File: src/common/jbs_map.svh
`ifndef JBS_MAP_SVH
`define JBS_MAP_SVH

// ----------------------------------------
// Scan path dimensions
// ----------------------------------------
`define JBS_IR_W 3
`define JBS_IR_CAPTURE 3'h1
`define JBS_NPAD 8
`define JBS_BSR_LEN 24
`define JBS_CELLS_PER_PAD 3

// ----------------------------------------
// Cell position inside each pad group
// ----------------------------------------
`define JBS_CELL_IN 0
`define JBS_CELL_OUT 1
`define JBS_CELL_OE 2

`endif

File: src/common/jbs_pkg.sv
package jbs_pkg;

	// ----------------------------------------
	// Controller states, one-hot
	// ----------------------------------------
	typedef enum logic [15:0] {
		JBS_TLR = 16'h0001,
		JBS_RTI = 16'h0002,
		JBS_SEL_DR = 16'h0004,
		JBS_CAP_DR = 16'h0008,
		JBS_SH_DR = 16'h0010,
		JBS_EX1_DR = 16'h0020,
		JBS_PA_DR = 16'h0040,
		JBS_EX2_DR = 16'h0080,
		JBS_UP_DR = 16'h0100,
		JBS_SEL_IR = 16'h0200,
		JBS_CAP_IR = 16'h0400,
		JBS_SH_IR = 16'h0800,
		JBS_EX1_IR = 16'h1000,
		JBS_PA_IR = 16'h2000,
		JBS_EX2_IR = 16'h4000,
		JBS_UP_IR = 16'h8000
	} jbs_tap_t;

	// ----------------------------------------
	// Instruction codes
	// ----------------------------------------
	typedef enum logic [2:0] {
		JBS_EXTEST = 3'h0,
		JBS_SAMPLE = 3'h1,
		JBS_TRISTATE = 3'h5,
		JBS_CONTIN = 3'h6,
		JBS_BYPASS = 3'h7
	} jbs_instr_t;

endpackage : jbs_pkg

File: src/core/jbs_bsr.sv
`include "jbs_map.svh"

// Boundary-scan chain: shift stages plus update latches
module jbs_bsr (
	input wire logic clock_i, // System clock
	input wire logic rst_i, // Synchronous reset, high
	input wire logic capture_i, // Load parallel inputs
	input wire logic shift_i, // Shift one place
	input wire logic update_i, // Copy chain to latches
	input wire logic sdi_i, // Serial in
	input wire logic [`JBS_BSR_LEN-1:0] cap_data_i, // Parallel capture
	output logic [`JBS_BSR_LEN-1:0] upd_data_o, // Update latches
	output logic sdo_o // Serial out
);

	// ----------------------------------------
	// Cells
	// ----------------------------------------
	logic [`JBS_BSR_LEN-1:0] chain_reg; // Shift stages
	logic [`JBS_BSR_LEN:0] link; // Serial links, top fed by sdi

	assign link[`JBS_BSR_LEN] = sdi_i;
	assign sdo_o = chain_reg[0];

	genvar g;
	generate
		for (g = 0; g < `JBS_BSR_LEN; g++) begin : g_cell
			assign link[g] = chain_reg[g];
			// Each cell captures or takes its upstream neighbour
			always_ff @(posedge clock_i) begin
				if (rst_i) begin
					chain_reg[g] <= 1'b0;
				end else if (capture_i) begin
					chain_reg[g] <= cap_data_i[g];
				end else if (shift_i) begin
					chain_reg[g] <= link[g+1];
				end
			end
			// Latches hold steady while the chain shifts, so pads never ripple
			always_ff @(posedge clock_i) begin
				if (rst_i) begin
					upd_data_o[g] <= 1'b0;
				end else if (update_i) begin
					upd_data_o[g] <= chain_reg[g];
				end
			end
		end
	endgenerate

endmodule : jbs_bsr

File: src/core/jbs_test_logic.sv
// Behaviour
// - Four serial pins: clock, data in, out, mode
// - Instruction, bypass and boundary-scan registers
// - Three-bit shift instruction register, decoded
// - Instruction selects serial data register
// - Code 000 drives boundary data onto pads
// - Code 001 samples live pins, allows preload
// - Code 101 floats all pads
// - Code 110 enters continuity test mode
// - Code 111 puts bypass bit in path
// - Bypass leaves functional logic untouched
// - Power-up loads bypass instruction automatically
// - Bypass register is one shift stage
// - Full standard controller on mode select
// - Set enable cell makes data cell drive
`include "jbs_map.svh"

module jbs_test_logic (
	input wire logic clock_i, // System clock, 100 MHz
	input wire logic rst_i, // Synchronous reset, high
	input wire logic tck_i, // Test clock pin
	input wire logic tms_i, // Test mode select pin
	input wire logic tdi_i, // Test data in pin
	output logic tdo_o, // Test data out value
	output logic tdo_oe_o, // Test data out enable
	input wire logic [`JBS_NPAD-1:0] func_out_i, // Core pad data
	input wire logic [`JBS_NPAD-1:0] func_oe_i, // Core pad enables
	input wire logic [`JBS_NPAD-1:0] pad_in_i, // Pad input levels
	output logic [`JBS_NPAD-1:0] pad_out_o, // Pad drive value
	output logic [`JBS_NPAD-1:0] pad_oe_o, // Pad drive enable
	output logic [`JBS_NPAD-1:0] core_in_o, // Pad levels to core
	output logic [`JBS_IR_W-1:0] instr_o // Active instruction
);
	import jbs_pkg::*;

	// ----------------------------------------
	// Pin synchronisers
	// ----------------------------------------
	logic tck_s1_reg, tck_s2_reg, tck_d_reg; // Clock sync and delay
	logic tms_s1_reg, tms_s2_reg; // Mode select sync
	logic tdi_s1_reg, tdi_s2_reg; // Data in sync
	logic [`JBS_NPAD-1:0] pad_s1_reg, pad_s2_reg; // Pad input sync
	logic tck_rise, tck_fall; // Edge strobes

	// Two stages on every pin; only the second stage, and for the test clock its delayed copy, is looked at
	always_ff @(posedge clock_i) begin
		if (rst_i) begin
			tck_s1_reg <= 1'b0;
			tck_s2_reg <= 1'b0;
			tck_d_reg <= 1'b0;
			tms_s1_reg <= 1'b1;
			tms_s2_reg <= 1'b1;
			tdi_s1_reg <= 1'b1;
			tdi_s2_reg <= 1'b1;
			pad_s1_reg <= '0;
			pad_s2_reg <= '0;
		end else begin
			tck_s1_reg <= tck_i;
			tck_s2_reg <= tck_s1_reg;
			tck_d_reg <= tck_s2_reg;
			tms_s1_reg <= tms_i;
			tms_s2_reg <= tms_s1_reg;
			tdi_s1_reg <= tdi_i;
			tdi_s2_reg <= tdi_s1_reg;
			pad_s1_reg <= pad_in_i;
			pad_s2_reg <= pad_s1_reg;
		end
	end

	// Test clock edges as one-cycle enables
	assign tck_rise = tck_s2_reg & ~tck_d_reg;
	assign tck_fall = ~tck_s2_reg & tck_d_reg;

	// ----------------------------------------
	// Controller state machine
	// ----------------------------------------
	jbs_tap_t tap_reg, tap_next; // Controller state

	// Standard sixteen-state walk, steered by mode select
	always_comb begin
		tap_next = tap_reg;
		case (tap_reg)
			JBS_TLR: tap_next = tms_s2_reg ? JBS_TLR : JBS_RTI;
			JBS_RTI: tap_next = tms_s2_reg ? JBS_SEL_DR : JBS_RTI;
			JBS_SEL_DR: tap_next = tms_s2_reg ? JBS_SEL_IR : JBS_CAP_DR;
			JBS_CAP_DR: tap_next = tms_s2_reg ? JBS_EX1_DR : JBS_SH_DR;
			JBS_SH_DR: tap_next = tms_s2_reg ? JBS_EX1_DR : JBS_SH_DR;
			JBS_EX1_DR: tap_next = tms_s2_reg ? JBS_UP_DR : JBS_PA_DR;
			JBS_PA_DR: tap_next = tms_s2_reg ? JBS_EX2_DR : JBS_PA_DR;
			JBS_EX2_DR: tap_next = tms_s2_reg ? JBS_UP_DR : JBS_SH_DR;
			JBS_UP_DR: tap_next = tms_s2_reg ? JBS_SEL_DR : JBS_RTI;
			JBS_SEL_IR: tap_next = tms_s2_reg ? JBS_TLR : JBS_CAP_IR;
			JBS_CAP_IR: tap_next = tms_s2_reg ? JBS_EX1_IR : JBS_SH_IR;
			JBS_SH_IR: tap_next = tms_s2_reg ? JBS_EX1_IR : JBS_SH_IR;
			JBS_EX1_IR: tap_next = tms_s2_reg ? JBS_UP_IR : JBS_PA_IR;
			JBS_PA_IR: tap_next = tms_s2_reg ? JBS_EX2_IR : JBS_PA_IR;
			JBS_EX2_IR: tap_next = tms_s2_reg ? JBS_UP_IR : JBS_SH_IR;
			JBS_UP_IR: tap_next = tms_s2_reg ? JBS_SEL_DR : JBS_RTI;
			default: tap_next = JBS_TLR; // Illegal code recovers to reset
		endcase
	end

	// State advances only on a rising test clock edge
	always_ff @(posedge clock_i) begin
		if (rst_i) begin
			tap_reg <= JBS_TLR;
		end else if (tck_rise) begin
			tap_reg <= tap_next;
		end
	end

	// Register controls derived from the state
	logic cap_dr, sh_dr, up_dr; // Data register strobes
	assign cap_dr = tck_rise && (tap_reg == JBS_CAP_DR);
	assign sh_dr = tck_rise && (tap_reg == JBS_SH_DR);
	// Update happens on the falling edge, half a test clock after entry
	assign up_dr = tck_fall && (tap_reg == JBS_UP_DR);

	// ----------------------------------------
	// Instruction register
	// ----------------------------------------
	logic [`JBS_IR_W-1:0] ir_shift_reg; // Instruction shift stage
	logic [`JBS_IR_W-1:0] ir_reg; // Held instruction code
	jbs_instr_t instr; // Decoded instruction

	// Reserved codes collapse to bypass so no undefined mode exists
	function automatic jbs_instr_t jbs_decode(input logic [`JBS_IR_W-1:0] code);
		case (code)
			JBS_EXTEST: jbs_decode = JBS_EXTEST;
			JBS_SAMPLE: jbs_decode = JBS_SAMPLE;
			JBS_TRISTATE: jbs_decode = JBS_TRISTATE;
			JBS_CONTIN: jbs_decode = JBS_CONTIN;
			default: jbs_decode = JBS_BYPASS;
		endcase
	endfunction : jbs_decode

	assign instr = jbs_decode(ir_reg);

	// Shift stage: fixed capture pattern, then shifts toward the out pin
	always_ff @(posedge clock_i) begin
		if (rst_i) begin
			ir_shift_reg <= `JBS_IR_CAPTURE;
		end else if (tck_rise && tap_reg == JBS_CAP_IR) begin
			ir_shift_reg <= `JBS_IR_CAPTURE;
		end else if (tck_rise && tap_reg == JBS_SH_IR) begin
			ir_shift_reg <= {tdi_s2_reg, ir_shift_reg[`JBS_IR_W-1:1]};
		end
	end

	// Held code changes only at update or in test-logic reset, so a scan never disturbs the mode
	always_ff @(posedge clock_i) begin
		if (rst_i) begin
			ir_reg <= JBS_BYPASS;
		end else if (tap_reg == JBS_TLR) begin
			ir_reg <= JBS_BYPASS;
		end else if (tck_fall && tap_reg == JBS_UP_IR) begin
			ir_reg <= ir_shift_reg;
		end
	end

	// ----------------------------------------
	// Bypass and boundary-scan registers
	// ----------------------------------------
	logic byp_reg; // Single bypass stage
	logic bsr_sel; // Boundary chain in path
	logic bsr_sdo; // Boundary chain serial out
	logic [`JBS_BSR_LEN-1:0] bsr_cap; // Parallel capture data
	logic [`JBS_BSR_LEN-1:0] bsr_upd; // Update latch outputs
	logic [`JBS_NPAD-1:0] bsr_out_bits, bsr_oe_bits; // Latched pad drive

	// Chain sits in the path for external test and sample only; continuity uses bypass
	assign bsr_sel = (instr == JBS_EXTEST) || (instr == JBS_SAMPLE);

	// One stage that captures zero, as the standard asks
	always_ff @(posedge clock_i) begin
		if (rst_i) begin
			byp_reg <= 1'b0;
		end else if (cap_dr && !bsr_sel) begin
			byp_reg <= 1'b0;
		end else if (sh_dr && !bsr_sel) begin
			byp_reg <= tdi_s2_reg;
		end
	end

	// Gather cells: pad input level, core data, core enable
	genvar p;
	generate
		for (p = 0; p < `JBS_NPAD; p++) begin : g_pad
			assign bsr_cap[`JBS_CELLS_PER_PAD*p+`JBS_CELL_IN] = pad_s2_reg[p];
			assign bsr_cap[`JBS_CELLS_PER_PAD*p+`JBS_CELL_OUT] = func_out_i[p];
			assign bsr_cap[`JBS_CELLS_PER_PAD*p+`JBS_CELL_OE] = func_oe_i[p];
			assign bsr_out_bits[p] = bsr_upd[`JBS_CELLS_PER_PAD*p+`JBS_CELL_OUT];
			assign bsr_oe_bits[p] = bsr_upd[`JBS_CELLS_PER_PAD*p+`JBS_CELL_OE];
		end
	endgenerate

	// Chain also shifts under sample, which is how preload works
	jbs_bsr u_bsr (
		.clock_i(clock_i),
		.rst_i(rst_i),
		.capture_i(cap_dr && bsr_sel),
		.shift_i(sh_dr && bsr_sel),
		.update_i(up_dr && bsr_sel),
		.sdi_i(tdi_s2_reg),
		.cap_data_i(bsr_cap),
		.upd_data_o(bsr_upd),
		.sdo_o(bsr_sdo)
	);

	// ----------------------------------------
	// Serial output
	// ----------------------------------------
	// Out pin changes on the falling edge so the far end samples it stable
	always_ff @(posedge clock_i) begin
		if (rst_i) begin
			tdo_o <= 1'b0;
			tdo_oe_o <= 1'b0;
		end else if (tck_fall) begin
			tdo_oe_o <= (tap_reg == JBS_SH_DR) || (tap_reg == JBS_SH_IR);
			if (tap_reg == JBS_SH_IR) begin
				tdo_o <= ir_shift_reg[0];
			end else if (bsr_sel) begin
				tdo_o <= bsr_sdo;
			end else begin
				tdo_o <= byp_reg;
			end
		end
	end

	// ----------------------------------------
	// Pad control
	// ----------------------------------------
	// One register stage keeps every pad output glitch free
	always_ff @(posedge clock_i) begin
		if (rst_i) begin
			pad_out_o <= '0;
			pad_oe_o <= '0;
		end else begin
			case (instr)
				JBS_EXTEST: begin
					pad_out_o <= bsr_out_bits;
					pad_oe_o <= bsr_oe_bits;
				end
				JBS_TRISTATE: begin
					pad_out_o <= func_out_i;
					pad_oe_o <= '0;
				end
				JBS_CONTIN: begin
					// Every pad driven from the latches for a quick wiring check
					pad_out_o <= bsr_out_bits;
					pad_oe_o <= '1;
				end
				default: begin
					pad_out_o <= func_out_i;
					pad_oe_o <= func_oe_i;
				end
			endcase
		end
	end

	// Core always sees the real pad levels; the test logic never blocks them
	always_ff @(posedge clock_i) begin
		if (rst_i) begin
			core_in_o <= '0;
			instr_o <= JBS_BYPASS;
		end else begin
			core_in_o <= pad_s2_reg;
			instr_o <= instr;
		end
	end

	// ----------------------------------------
	// Checks
	// ----------------------------------------
	a_reset_bypass: assert property (@(posedge clock_i)
		rst_i |=> (ir_reg == JBS_BYPASS) && (tap_reg == JBS_TLR))
		else $error("reset did not load bypass");

	a_tms_to_reset: assert property (@(posedge clock_i) disable iff (rst_i)
		(tck_rise && tms_s2_reg && tap_reg == JBS_SEL_IR) |=> (tap_reg == JBS_TLR))
		else $error("select-IR with tms high missed reset");

	a_ir_capture: assert property (@(posedge clock_i) disable iff (rst_i)
		(tck_rise && tap_reg == JBS_CAP_IR) |=> (ir_shift_reg == `JBS_IR_CAPTURE))
		else $error("instruction capture pattern wrong");

	a_ir_update: assert property (@(posedge clock_i) disable iff (rst_i)
		(tck_fall && tap_reg == JBS_UP_IR) |=> (ir_reg == $past(ir_shift_reg)))
		else $error("instruction not updated");

	a_reserved_bypass: assert property (@(posedge clock_i) disable iff (rst_i)
		(ir_reg inside {3'h2, 3'h3, 3'h4}) |=> (instr_o == JBS_BYPASS) && (pad_oe_o == $past(func_oe_i)))
		else $error("reserved code not bypass");

	a_bypass_shift: assert property (@(posedge clock_i) disable iff (rst_i)
		(sh_dr && instr == JBS_BYPASS) |=> (byp_reg == $past(tdi_s2_reg)))
		else $error("bypass stage did not shift");

	a_extest_drive: assert property (@(posedge clock_i) disable iff (rst_i)
		(instr == JBS_EXTEST) |=> (pad_out_o == $past(bsr_out_bits)) && (pad_oe_o == $past(bsr_oe_bits)))
		else $error("extest pads not from latches");

	a_tristate_float: assert property (@(posedge clock_i) disable iff (rst_i)
		(instr == JBS_TRISTATE) |=> (pad_oe_o == '0))
		else $error("pads driven in tristate");

	a_bypass_func: assert property (@(posedge clock_i) disable iff (rst_i)
		(instr == JBS_BYPASS) |=> (pad_out_o == $past(func_out_i)) && (pad_oe_o == $past(func_oe_i)))
		else $error("bypass altered functional pads");

	a_tdo_idle: assert property (@(posedge clock_i) disable iff (rst_i)
		(tck_fall && tap_reg != JBS_SH_DR && tap_reg != JBS_SH_IR) |=> !tdo_oe_o)
		else $error("data out driven outside shift");

endmodule : jbs_test_logic

File: config.mk
export PLATFORM = sky130hd
export DESIGN_NAME = jbs_test_logic
export DESIGN_NICKNAME = d
export VERILOG_FILES = /design/src/common/jbs_pkg.sv /design/src/core/jbs_bsr.sv /design/src/core/jbs_test_logic.sv
export VERILOG_INCLUDE_DIRS = /design/src /design/src/common
export SDC_FILE = /design/constraint.sdc
export NUM_CORES = 1
export LEC_CHECK = 0
export BUFFER_PORTS_ARGS = -buffer_cell sky130_fd_sc_hd__buf_2
export CAP_MARGIN = 30
export CORE_UTILIZATION = 62
export CTS_CLUSTER_SIZE = 25
export DETAILED_ROUTE_END_ITERATION = 6
export GPL_TIMING_DRIVEN = 0
export MAX_ROUTING_LAYER = met4
export PLACE_DENSITY = 0.84
export SLEW_MARGIN = 10
export SYNTH_ARGS = -nofsm -noshare
export SYNTH_HDL_FRONTEND = slang
export SYNTH_SLANG_ARGS = --single-unit
File: constraint.sdc
create_clock -name clock_i -period 4.99 [get_ports clock_i]
set_input_delay 1.497 -clock clock_i [delete_from_list [all_inputs] [get_ports clock_i]]
set_output_delay 1.497 -clock clock_i [all_outputs]
set_load 0.02 [all_outputs]
# Word-level counts from Yosys, hierarchy flattened
# Cells that the tools add are included.
[totals]
word_cells = 175
out_inout_bits = 29
regBits = 115
input_bits = 29
[op_classes]
mux = 66
n_eq_ne = 22
bitwise = 4
n_reduce_logical = 24
[op_table]
columns = ["cell", "count"]
rows = [
  ["one-hot mux 16 bit (12 select lines)", 1],
  ["two-way mux 1 bit", 50],
  ["two-way mux 16 bit", 2],
  ["one-hot mux 8 bit (3 select lines)", 1],
  ["two-way mux 9 bit", 2],
  ["== test 16 x 1 -> 1 bit (second input constant)", 1],
  ["== test 16 x 10 -> 1 bit (second input constant)", 1],
  ["== test 16 x 11 -> 1 bit (second input constant)", 1],
  ["== test 16 x 12 -> 1 bit (second input constant)", 1],
  ["== test 16 x 13 -> 1 bit (second input constant)", 1],
  ["== test 16 x 14 -> 1 bit (second input constant)", 1],
  ["== test 16 x 15 -> 1 bit (second input constant)", 1],
  ["== test 16 bit (second input constant)", 1],
  ["== test 16 x 2 -> 1 bit (second input constant)", 1],
  ["== test 16 x 3 -> 1 bit (second input constant)", 1],
  ["== test 16 x 4 -> 1 bit (second input constant)", 1],
  ["== test 16 x 5 -> 1 bit (second input constant)", 1],
  ["== test 16 x 6 -> 1 bit (second input constant)", 1],
  ["== test 16 x 7 -> 1 bit (second input constant)", 1],
  ["== test 16 x 8 -> 1 bit (second input constant)", 1],
  ["== test 16 x 9 -> 1 bit (second input constant)", 1],
  ["two-way mux 8 bit", 2],
  ["two-way mux 15 bit", 1],
  ["two-way mux 13 bit", 1],
  ["17 further kinds", 40],
]

# Depth between registers and ports, before layout
[logic_depth]
word_depth = 7
depth_mapped = 8
ltp_nobuf = 5

# By module
# Synthesis repeated with hierarchy kept, for this count alone.
[hier_totals]
cells_unflattened = 538
hier_area_um2 = 5296.3
[by_module_without_submodules]
columns = ["module", "area_each_um2", "seq_area_each_um2", "n_inst", "cells_each"]
rows = [
  ["jbs_test_logic", 3215.6, 1501.4, 1, 354],
  ["jbs_bsr", 2080.7, 960.9, 1, 184],
]

# Least setup slack after synthesis
# OpenSTA, ideal clock, no wires.
[synth_timing]
path_kind = "input to register"
startpoint = "input port rst_i"
endpoint = "register tap_reg[11]"
stages = 4
arrival_time_ps = 2369
path_buffers = 3
slack_ps = 2480
required_time_ps = 4849
setup_ps = 141
path_cell_list = "clkbuf_1 clkbuf_1 buf_1 a21oi_1"
[synth_rtl]
columns = ["item", "line_no", "source"]
rows = [
  ["from (decl)", "jbs_test_logic.sv:20", "input wire logic rst_i,"],
  ["to (signal assigned)", "jbs_test_logic.sv:108", "tap_reg <= tap_next;"],
  ["to (decl)", "jbs_test_logic.sv:77", "jbs_tap_t tap_reg, tap_next;"],
]
# No word-level cell between the ends.

# Final worst setup path
[layout_timing]
startpoint = "register tap_reg[10]"
endpoint = "register u_bsr.chain_reg[6]"
[layout_via]
elab_chain_len = 4
word_cells_on_any_way = 8
cone_classes = "eq/ne: 2; mux: 1; reduce/logical: 5"
[layout_lines]
columns = ["item", "line_no", "source"]
rows = [
  ["== test 16 x 4 -> 1 bit or == test 16 x 5 -> 1 bit (tied branches)", "jbs_test_logic.sv:114, jbs_test_logic.sv:115", ""],
  ["logical AND 1 bit (on tied branches)", "jbs_test_logic.sv:114, jbs_test_logic.sv:115", ""],
  ["logical AND 1 bit (on tied branches)", "jbs_test_logic.sv:201, jbs_test_logic.sv:202", ""],
  ["two-way mux 1 bit or nonzero test 2 bit (tied branches)", "n/a", ""],
  ["to (signal, indexed assignment)", "jbs_bsr.sv:34", "chain_reg[g] <= cap_data_i[g];"],
  ["to (signal, indexed assignment)", "jbs_bsr.sv:36", "chain_reg[g] <= link[g+1];"],
  ["to (decl)", "jbs_bsr.sv:19", "logic [`JBS_BSR_LEN-1:0] chain_reg;"],
]
# Several ways; a longest one is shown, not always the timed one.
# A chain may end at the register's enable or synchronous reset.

==> summary.md <==
| Metric | Value |
|---|---|
| Status | finished clean |
| CTS clk-pin slew, worst paths | 60 ps |
| Cell Area, Synth | 4810 µm² |
| Core area | 7370 µm² |
| CP Capture Type | flop |
| Final core utilization | 78.9% |
| Largest net degree at the start of global routing | 17 |
| Register area | 2300 µm² |
| Die area | 8120 µm² |
| Worst vdd ir | 0.408 mV |
| DRT iter0 DRCs | 375 |
| Multi-input logic area | 2210 µm² |
| First-pass GRT wire length | 20200 µm |
| Final hold violation count | 0 |
| Routed vias | 4237 |
| Slew HR | 42.7% |
| Post-synthesis mux area share | 2.76% |
| Critical Path RT | 5400 ps |
| XOR/XNOR share of the synthesized area | 1.64% |
| Ant. Diodes | 0 |
| Synthesized instance count | 528 |
| Pwr/cell area | 388 nW/µm² |
| Vias in the first global route | 4070 |
| Register bit total from synthesis | 115 |
| TNS Setup | 0 ps |
| Largest register FFs | 23 |
| CTS sink count | 115 |
| # setup viols final | 0 |
| DRC Markers | 0 |
| Drt total wl | 12500 µm |
| Fillcell total | 491 |
| Adder-Cell Fraction of Synth Area | 0% |
| Largest family of logic cells by synthesized area | simple AND/OR/NAND/NOR gates |
| Post-CTS sizing | 0 |
| H-tree depth | 4 |
| Max Cap Viol | 0 |
| Layout area overhead | 20.7% |
| Synth Area in Simple Gates | 23.3% |
| Worst min-delay path class | reg2reg |
| Nets | 632 |
| Dpl hpwl | 8410 µm |
| Fmax | 0.395 GHz |
| Post-DRT Antenna Nets | 0 |
| P_leak | 0.00217 µW |
| Vias/cell | 5.93 |
| Worst-case clock skew | 9.05 ps |
| Rows | 31 |
| Clk_lat worst skew | 520 ps |
| GP Congestion | 0.945 |
| Max Fanout on Critical Path | 10 |
| Netlist cell types | 52 |
| Top_reg_cell synth | dfxtp_1 |
| Post-route minimum period | 2530 ps |
| Buffers on Ports | 56 |
| Post-DR wirelength/cell | 17.4 µm |
| GR Overflow Total | 0 |
| CTS Root Cell | clkbuf_8 |
| Number of setup buffers added after CTS | 0 |
| Die height | 90.1 µm |
| Initial Util | 65.3% |
| Initial antenna violation count | 0 |
| Syn nets | 557 |
| DRT Pass-1 Iters | 6 |
| Synth Area in Compound Gates | 18.3% |
| Arrival @ worst endpoint | 2940 ps |
| WHS | 408 ps |
| Slew Limit Fails | 0 |
| I/O Pins | 58 |
| Mean post-synth cell area | 9.12 µm² |
| Clock Tree Buf Depth | 2 |
| Final period utilization | 50.8% |
| Die X | 90.1 µm |
| Startpoint Class | flop |
| Number of synthesized flops with an enable pin | 0 |
| GRT Overall Usage | 33.0% |
| Hold Buf Count CTS | 0 |
| Seq/Total Area, Yosys | 47.8% |
| Number of buffers created by CTS | 17 |
| TritonCTS clock tree | done |
| Worst Tran Pin Value | 859 ps |
| Final total power | 2260 µW |
| RSZ-0062 raised after global routing | no |
| Ys Warns | 0 |
| Post-synth ARST share | 0% |
| Share of cells above drive strength 1 | 23.9% |
| Crit path kind | reg2reg |
[worst max-delay path: stages (launching register included)]
cell      delay [ps]
dfxtp_1          300
clkbuf_1         230
nor4_4           450
nand2_1          280
nor2_1           230
nand3_1          250
clkbuf_1         350
o221a_2          330
[path summary, 6_finish.rpt]
check | startpoint | end | slack [ps] | depth (start not counted)
min reg2reg | tdi_s1_reg | tdi_s2_reg | 410 | 1
max reg2reg | tap_reg[10] | u_bsr.chain_reg[6] | 2460 | 7
max | tap_reg[10] | u_bsr.chain_reg[6] | 2460 | 7
min | tdi_s1_reg | tdi_s2_reg | 410 | 1
[cells in the mapped netlist (all sizes together), types with 3 or more instances]
cell / n / area (µm²)
nor3: 7 / 40.0
a31oi: 3 / 18.8
dfxtp: 115 / 2300
mux2i: 11 / 110
nor2: 52 / 200
a22oi: 7 / 52.6
nand3: 7 / 35.0
nand2b: 5 / 31.3
nor3b: 3 / 22.5
nor4b: 5 / 50.0
inv: 27 / 101
buf: 11 / 83.8
nand4: 8 / 65.1
xor2: 3 / 26.3
a21o: 3 / 22.5
xnor2: 6 / 52.6
nor2b: 38 / 238
or2: 5 / 31.3
a21oi: 58 / 328
o221a: 24 / 270
nand2: 47 / 201
clkbuf: 30 / 113
nor4: 11 / 129
o21ai: 12 / 60.1
o22ai: 8 / 50.1
[stage by stage]
stage / instance area, µm² / setup WS, ps / instances
floorplan: 4810 / 2480 / 528
global placement: 5220 / 2030 / 683
detailed placement: 5220 / 2000 / 683
CTS: 5810 / 2470 / 715
global route: 5810 / 2320 / 715
finish: 5810 / 2460 / 715
[report_power, final]
part | total, µW | internal [µW] | switching [µW]
clock network | 1210 | 740 | 469
registers | 948 | 939 | 9.31
logic | 101 | 36.3 | 64.7
[placed cells by master (no fill, tap or decap), types with 3 or more instances in the layout]
cell,count
a22oi_1,7
clkinv_4,3
o22ai_1,8
inv_6,7
clkbuf_16,16
nand3_1,7
mux2i_1,11
nor2_1,50
clkbuf_1,30
nor4_1,7
a31oi_1,3
xor2_1,3
o21ai_0,12
nand2b_1,5
buf_2,62
a21oi_1,48
nor4_4,4
nor4b_1,4
nand4_1,7
o221a_1,11
a21o_1,3
a21oi_2,10
or2_2,5
nor3_1,6
inv_1,27
nor2b_1,38
xnor2_1,6
nor3b_1,3
nand2_1,37
o221a_2,13
dfxtp_1,115
nand2_2,10
[layout make-up]
cell class / instances / share of cell area, %
Tap cell: 99 / 2.13
Multi-Input combinational cell: 345 / 38.1
Clock inverter: 14 / 2.86
Clock buffer: 18 / 7.36
Buffer: 41 / 3.38
Inverter: 27 / 1.74
Sequential cell: 115 / 39.6
Timing Repair Buffer: 56 / 4.82
[per-layer routing]
metal | wire (µm) | vias to the layer above | part of all wire, % | GRT usage [%]
met2 | 5640 | 218 | 45 | 49.5
met1 | 5510 | 1994 | 44 | 42.6
met4 | 213 | 0 | 1.7 | 14.9
met5 | 0 | - | 0 | -
met3 | 1090 | 25 | 8.7 | 7.61
li1 | - | 2000 | - | -
[logic make-up after synthesis]
| kind of cell | count (synthesis) |
|---|---|
| simple gates | 198 |
| mux | 13 |
| xor+xnor | 9 |
| flops | 115 |
| buf+inv | 68 |
| compound gates | 125 |
Note: power is estimated with default switching activity, not from simulation.
